--- src/shared/dctcm_map.vh ---
// Timing and code constants for the dual channel torque cutoff monitor.
`ifndef DCTCM_MAP_VH
`define DCTCM_MAP_VH
`define DCTCM_CLK_HZ          100000000
`define DCTCM_TICK_MS         1
`define DCTCM_SKEW_MS         120
`define DCTCM_DIAG_DELAY_MS   630
`define DCTCM_DIAG_MIN_MS     190
`define DCTCM_DIAG_MAX_MS     1480
`define DCTCM_SHUTDOWN_MAX_MS 1600
`define DCTCM_INTERRUPT_MS    200
`define DCTCM_ERR_FAULT       10'h0215
`define DCTCM_ERR_INTERRUPT   10'h0213
`define DCTCM_ERR_DIAG        10'h03C0
`define DCTCM_ERR_NONE        10'h0000
`endif

--- src/rtl/dctcm_ms_tick.v ---
// Millisecond tick generator derived from the system clock.
`timescale 1ns/1ps
`include "dctcm_map.vh"
module dctcm_ms_tick #(
  parameter integer CYCLES_PER_MS = `DCTCM_CLK_HZ / 1000
) (
  input  wire sys_clk,
  input  wire reset_n,
  output reg  tick_ff
);
  reg [19:0] count_ff;
  wire       wrap = (count_ff == CYCLES_PER_MS - 1);

  always @(posedge sys_clk or negedge reset_n) begin
    if (!reset_n) begin
      count_ff <= 20'h0_0000;
      tick_ff  <= 1'b0;
    end else begin
      count_ff <= wrap ? 20'h0_0000 : count_ff + 20'h0_0001;
      tick_ff  <= wrap;
    end
  end
endmodule // dctcm_ms_tick

--- src/rtl/dctcm_monitor.v ---
// Two channel safe torque off monitor with skew check and latched diagnosis.
`timescale 1ns/1ps
`include "dctcm_map.vh"
// Contract
// - Torque enabled only with both channels asserted.
// - Both channels low blocks all drive signals.
// - Either channel low alone disables output.
// - Compare channels continuously; shut down on mismatch.
// - Tolerate up to 120 ms channel skew.
// - Skew beyond tolerance raises error 533.
// - Persisting mismatch: error 960, 190-1480 ms later.
// - Diagnostic shutdown within 1600 ms of mismatch.
// - Diagnostic fault latches until power cycle.
// - Status output high while both active, enabled.
// - Re-enable automatically after channels reassert.
// - Channels dropped during travel: error 531 after 200 ms.
module dctcm_monitor #(
  parameter integer CYCLES_PER_MS = `DCTCM_CLK_HZ / 1000,
  parameter integer SKEW_MS       = `DCTCM_SKEW_MS,
  parameter integer DIAG_DELAY_MS = `DCTCM_DIAG_DELAY_MS,
  parameter integer INTERRUPT_MS  = `DCTCM_INTERRUPT_MS
) (
  input  wire       sys_clk,
  input  wire       reset_n,
  input  wire       power_on_n,
  input  wire       safe_off_channel_a,
  input  wire       safe_off_channel_b,
  input  wire       travel_active,
  input  wire       hw_defect,
  input  wire [5:0] gate_request,
  output reg  [5:0] gate_drive_ff,
  output reg        stage_enable_ff,
  output reg        torque_cutoff_status_out_ff,
  output reg        channel_fault_ff,
  output reg        interruption_fault_ff,
  output reg        diag_shutdown_ff,
  output reg  [9:0] error_code_ff
);
  localparam [2:0] ST_AGREE    = 3'b001;
  localparam [2:0] ST_SKEW     = 3'b010;
  localparam [2:0] ST_FAULTED  = 3'b100;

  // Two flip-flop synchronisers; the first stage feeds only the second.
  reg  [1:0] meta_ff;
  reg  [1:0] sync_ff;
  always @(posedge sys_clk or negedge reset_n) begin
    if (!reset_n) begin
      meta_ff <= 2'h0;
      sync_ff <= 2'h0;
    end else begin
      meta_ff <= {safe_off_channel_b, safe_off_channel_a};
      sync_ff <= meta_ff;
    end
  end

  // The travel input comes from the lift controller's relays, so it is
  // synchronised like the channels.
  reg travel_meta_ff;
  reg travel_sync_ff;
  reg defect_meta_ff;
  reg defect_sync_ff;
  always @(posedge sys_clk or negedge reset_n) begin
    if (!reset_n) begin
      travel_meta_ff <= 1'b0;
      travel_sync_ff <= 1'b0;
      defect_meta_ff <= 1'b0;
      defect_sync_ff <= 1'b0;
    end else begin
      travel_meta_ff <= travel_active;
      travel_sync_ff <= travel_meta_ff;
      defect_meta_ff <= hw_defect;
      defect_sync_ff <= defect_meta_ff;
    end
  end

  wire ch_a      = sync_ff[0];
  wire ch_b      = sync_ff[1];
  wire both_on   = ch_a & ch_b;
  wire mismatch  = ch_a ^ ch_b;

  wire ms_tick;
  dctcm_ms_tick #(
    .CYCLES_PER_MS (CYCLES_PER_MS)
  ) u_tick (
    .sys_clk (sys_clk),
    .reset_n (reset_n),
    .tick_ff (ms_tick)
  );

  // The diagnostic latch is cleared only by the power-on reset, not by the
  // ordinary system reset, so a power cycle is the one way out.
  reg        diag_latch_ff;
  reg [2:0]  state_ff;
  reg [2:0]  nxt_state;
  reg [10:0] skew_ms_ff;
  reg [10:0] nxt_skew_ms;
  reg [7:0]  drop_ms_ff;
  reg        was_travel_ff;

  always @* begin
    nxt_state   = state_ff;
    nxt_skew_ms = skew_ms_ff;
    case (state_ff)
      ST_AGREE: begin
        nxt_skew_ms = 11'h000;
        if (mismatch)
          nxt_state = ST_SKEW;
      end
      ST_SKEW: begin
        if (!mismatch) begin
          nxt_state   = ST_AGREE;
          nxt_skew_ms = 11'h000;
        end else if (ms_tick) begin
          nxt_skew_ms = skew_ms_ff + 11'h001;
        end
      end
      ST_FAULTED: begin
        // The latch holds this state while set. Once a power cycle has
        // cleared it, monitoring resumes so a later mismatch is caught.
        nxt_state   = ST_AGREE;
        nxt_skew_ms = 11'h000;
      end
      default: begin
        nxt_state   = ST_AGREE;
        nxt_skew_ms = 11'h000;
      end
    endcase
  end

  wire skew_over  = (state_ff == ST_SKEW) && mismatch &&
                    (skew_ms_ff >= SKEW_MS[10:0]);
  wire diag_trip  = skew_over &&
                    (skew_ms_ff >= SKEW_MS[10:0] + DIAG_DELAY_MS[10:0]);

  always @(posedge sys_clk or negedge power_on_n) begin
    if (!power_on_n)
      diag_latch_ff <= 1'b0;
    else if (diag_trip || defect_sync_ff)
      diag_latch_ff <= 1'b1;
  end

  always @(posedge sys_clk or negedge reset_n) begin
    if (!reset_n) begin
      state_ff   <= ST_AGREE;
      skew_ms_ff <= 11'h000;
    end else if (diag_latch_ff) begin
      state_ff   <= ST_FAULTED;
      skew_ms_ff <= skew_ms_ff;
    end else begin
      state_ff   <= nxt_state;
      skew_ms_ff <= nxt_skew_ms;
    end
  end

  // Interruption timer: channels dropped while a travel is under way.
  wire dropped = !ch_a && !ch_b;
  always @(posedge sys_clk or negedge reset_n) begin
    if (!reset_n) begin
      drop_ms_ff            <= 8'h00;
      was_travel_ff         <= 1'b0;
      interruption_fault_ff <= 1'b0;
    end else begin
      was_travel_ff <= travel_sync_ff;
      if (!(dropped && travel_sync_ff))
        drop_ms_ff <= 8'h00;
      else if (ms_tick && drop_ms_ff != 8'hFF)
        drop_ms_ff <= drop_ms_ff + 8'h01;
      if (dropped && travel_sync_ff &&
          drop_ms_ff >= INTERRUPT_MS[7:0])
        interruption_fault_ff <= 1'b1;
      else if (!travel_sync_ff && was_travel_ff)
        interruption_fault_ff <= 1'b0;
    end
  end

  // Enable re-arms by itself when both channels return; no acknowledge.
  wire enable_now = both_on && !diag_latch_ff;

  always @(posedge sys_clk or negedge reset_n) begin
    if (!reset_n) begin
      gate_drive_ff               <= 6'h00;
      stage_enable_ff             <= 1'b0;
      torque_cutoff_status_out_ff <= 1'b0;
      channel_fault_ff            <= 1'b0;
      diag_shutdown_ff            <= 1'b0;
      error_code_ff               <= `DCTCM_ERR_NONE;
    end else begin
      stage_enable_ff  <= enable_now;
      gate_drive_ff    <= enable_now ? gate_request : 6'h00;
      torque_cutoff_status_out_ff <= enable_now;
      channel_fault_ff <= skew_over;
      diag_shutdown_ff <= diag_latch_ff;
      if (diag_latch_ff)
        error_code_ff <= `DCTCM_ERR_DIAG;
      else if (skew_over)
        error_code_ff <= `DCTCM_ERR_FAULT;
      else if (interruption_fault_ff)
        error_code_ff <= `DCTCM_ERR_INTERRUPT;
      else
        error_code_ff <= `DCTCM_ERR_NONE;
    end
  end
endmodule // dctcm_monitor

--- config.mk ---
export PLATFORM = sky130hd
export DESIGN_NAME = dctcm_monitor
export DESIGN_NICKNAME = d
export VERILOG_FILES = /design/src/rtl/dctcm_ms_tick.v /design/src/rtl/dctcm_monitor.v
export VERILOG_INCLUDE_DIRS = /design/src /design/src/shared
export SDC_FILE = /design/constraint.sdc
export NUM_CORES = 1
export LEC_CHECK = 0
export ABC_AREA = 1
export BUFFER_PORTS_ARGS = -buffer_cell sky130_fd_sc_hd__clkbuf_2
export CAP_MARGIN = 40
export CORE_MARGIN = 10
export CORE_UTILIZATION = 56
export CTS_CLUSTER_SIZE = 28
export DETAILED_ROUTE_END_ITERATION = 8
export GPL_TIMING_DRIVEN = 0
export PLACE_DENSITY = 0.76
export SLEW_MARGIN = 0
export SYNTH_ARGS = -nofsm -noshare
export SYNTH_HDL_FRONTEND = slang
export SYNTH_HIERARCHICAL = 1
export SYNTH_SLANG_ARGS = --single-unit
--- constraint.sdc ---
create_clock -name sys_clk -period 1.8 [get_ports sys_clk]
set_input_delay 0.09 -clock sys_clk [delete_from_list [all_inputs] [get_ports sys_clk]]
set_output_delay 0.09 -clock sys_clk [all_outputs]
set_load 0.02 [all_outputs]
==> results.ini <==
[outcome]
status = finished clean

[setup_path]
cp-end-kind = register
critPathSlowestCell = dfrtp_1
worst-r2r-setup-slack_ns = 0.16
crit_fanout = 6
crit_arrival_ns = 1.89
max_stage_delay_ns = 0.47
r2r_end = skew_ms_ff[8]
critPathMostFrequentCell = nor2_1
crit_chain = ha_1 > nand3_1 > nor2_1 > nand3_1 > nor2_1 > nor2_1 > o21ai_0 > inv_1
start_kind = register
cp.required_ns = 2.05
r2r_cells = 8
path_class = reg2reg
reg2reg_from = skew_ms_ff[0]

[yosys]
netlist_instances = 405
syn_avg_cell_area_sq_um = 8.25
ys_warn_count = 6
async_flop_share = 1.00
synth-seq-cells = 67
synthDistinctLibCells = 30
synth_ff_type = dfrtp_1
netlist_area_sq_mm = 0.00334
ys_seq_area_frac = 0.502
synth-edff-count = 0

[layout]
syn_to_final_growth_pct = 17.7
multi_input_area_sq_mm = 0.00138
n_fill_cell = 458
layout.nets = 481
antenna_cells = 0
drive_gt1_frac = 0.167
stdcell_area_sq_mm = 0.00393
ff_latch_area_sq_mm = 0.00168

[drt]
via_count = 2747
detail_route.iter0.violations = 159
drc = 0
drt_wl_total_um = 6950
ant_nets = 0
firstDrtPassIters = 4
wl_per_cell_um = 12.8
vias_per_cell = 5.08

[timing]
fin_crit_ns = 1.64
final.period_utilization = 0.910
max_freq_mhz = 611
setup_viol = 0
finalMaxSlewViolations = 0
hold_viol = 0
finClkSkew_ns = 0.00818
setup_ws_ns = 0.163

[placement]
dp.final_hpwl_um = 4980
port_buffers = 31
gp_congestion = 0.879
dp_slack_ns = 0.138
dpl-instance-area_sq_mm = 0.00361

[power_and_ir_drop]
p_sw_frac = 0.258
powerDensity_mw_per_mm2 = 717
p_seq_frac = 0.539
p_leak_nw = 1.89
intPower_mw = 2.09
p_comb_frac = 0.035
clockPowerShare = 0.426
p_sw_mw = 0.727
vdd_drop_max_mv = 0.567

[global_routing]
grt.total_usage = 0.154
grt_pass1_vias = 2714
grt_max_degree = 35
antenna_found_initial = 0
grt_pass1_wl_um = 12200
gr-total-overflow = 0

[cts]
clk_latency_ns = 0.35
clock-sinks = 67
cts_buffer_depth = 2
cts_buffers = 9
cts_tree = built
clock-root-buffer = clkbuf_8
clk_pin_slew_ns = 0.08
cts.htree.levels = 3
post_cts_buffers = 0

[floorplan]
core_area_sq_mm = 0.00585
num_rows = 28
die_w_um = 97.2
die_y_um = 97.2
start_util = 0.571
io_pins = 34
die-area_sq_mm = 0.00945

[run]
drv_cap = 0

[worst_hold_path]
worstHoldPathType = in2async

[sequential cells by signal (all words and copies together), names as in the netlist, 2 cells and up]
signal and flops:
u_tick/count_ff 20, skew_ms_ff 11, drop_ms_ff 8, gate_drive_ff 6
error_code_ff 5, state_ff 3, meta_ff 2, sync_ff 2
[what timing repair did]
action,CTS,global route
endpoints found under the setup margin,0,3
hold endpoints to repair,43,0
gates resized for setup,0,2
hold buffers,12,0
[worst max-delay path by stage]
| stage | endpoint | cells past startpoint | start |
|---|---|---|---|
| 3_5_place_dp | skew_ms_ff[2] | 11 | sync_ff[1] |
| 3_3_place_gp | skew_ms_ff[5] | 11 | sync_ff[0] |
| 6_report | skew_ms_ff[8] | 8 | skew_ms_ff[0] |
| 5_1_grt | skew_ms_ff[2] | 11 | sync_ff[1] |
| 4_1_cts | skew_ms_ff[2] | 11 | sync_ff[1] |
| 2_1_floorplan | skew_ms_ff[5] | 11 | sync_ff[0] |
[worst max-delay path, delay by kind of cell (launching register included)]
family                     cells  cell delay, ns
and+or+nand+nor                5            0.71
AOI/OAI and AO/OA              1            0.08
DFF                            1            0.47
buffers and inverters          1            0.06
adders and majority gates      1            0.22
[kinds of logic (layout without fill, tap and decap cells)]
kind of cell,count (synthesis),count (layout),synth area share
buffers and inverters,69,129,0.0877
other,1,2,0.00112
AOI/OAI and AO/OA,29,29,0.0495
xor gates and xnor gates,16,16,0.0420
and+or+nand+nor,216,216,0.291
DFF,67,67,0.502
adders and majority gates,7,7,0.0262
[layer usage]
| layer | vias to the layer above | part of all wire | global-route usage |
|---|---|---|---|
| met2 | 71 | 0.49 | 0.253 |
| li1 | 1378 | - | - |
| met4 | 0 | 0.021 | 0.0749 |
| met1 | 1283 | 0.45 | 0.184 |
| met5 | - | 0 | 0 |
| met3 | 15 | 0.048 | 0.0398 |
[stage by stage]
step | std cells | utilization | total power [mW] | setup TNS, ns | hold slack [ns]
after floorplan | 406 | - | 1.57 | 0 | -0.206
after global placement | 512 | 0.614 | 1.62 | 0 | -0.135
after detailed placement | 513 | 0.618 | 1.62 | 0 | -0.133
after CTS | 541 | 0.671 | 2.85 | 0 | 0.0241
after global routing | 541 | 0.672 | 2.94 | -0.00251 | 0.0290
final | 541 | 0.672 | 2.82 | 0 | 0.0401
[power by group through the flow]
stage	Combinational [mW]	Clock, mW	Sequential (mW)
floorplan	0.0245	0	1.55
global placement	0.0693	0	1.55
detailed placement	0.0771	0	1.55
CTS	0.0981	1.23	1.52
global route	0.111	1.31	1.52
finish	0.0988	1.20	1.52
[area by class of cell]
type	count	area share
buffer	9	0.0172
clock buffer	9	0.0315
clock inverter	7	0.0165
inverter	60	0.0573
multi-input combinational	270	0.351
sequential	67	0.427
tap	75	0.0239
timing repair buffer	44	0.0757
[layout by cell type, fill, tap and decap left out, types with 2 or more instances in the layout]
| cell | instances |
|---|---|
| clkbuf_2 | 30 |
| inv_1 | 59 |
| nand3_1 | 32 |
| nor2_1 | 69 |
| dlygate4sd3_1 | 12 |
| nand2_2 | 4 |
| o21ai_0 | 10 |
| buf_4 | 7 |
| xnor2_1 | 4 |
| nand3b_1 | 3 |
| inv_6 | 3 |
| nor2_2 | 5 |
| conb_1 | 2 |
| nor3_1 | 9 |
| o21ai_1 | 3 |
| a21oi_1 | 9 |
| o31ai_1 | 3 |
| xor2_1 | 12 |
| nand4_1 | 8 |
| ha_1 | 6 |
| nand2_1 | 78 |
| inv_8 | 2 |
| o21ai_2 | 3 |
| nor2_4 | 3 |
| dfrtp_1 | 66 |
| clkbuf_8 | 9 |
[Yosys cell counts (all sizes together), types with 3 or more instances]
cell / instances / area [sq um]
nor2: 78 / 344
dfrtp: 66 / 1650
ha: 7 / 87.6
nand3: 33 / 170
buf: 8 / 63.8
o31ai: 3 / 22.5
xnor2: 4 / 35.0
inv: 60 / 225
nand2: 83 / 324
xor2: 12 / 105
nand3b: 3 / 22.5
o21ai: 16 / 91.3
nand4: 8 / 50.1
nor3: 10 / 55.1
a21oi: 9 / 45.0
No activity file was read; power rests on OpenSTA's default activity.
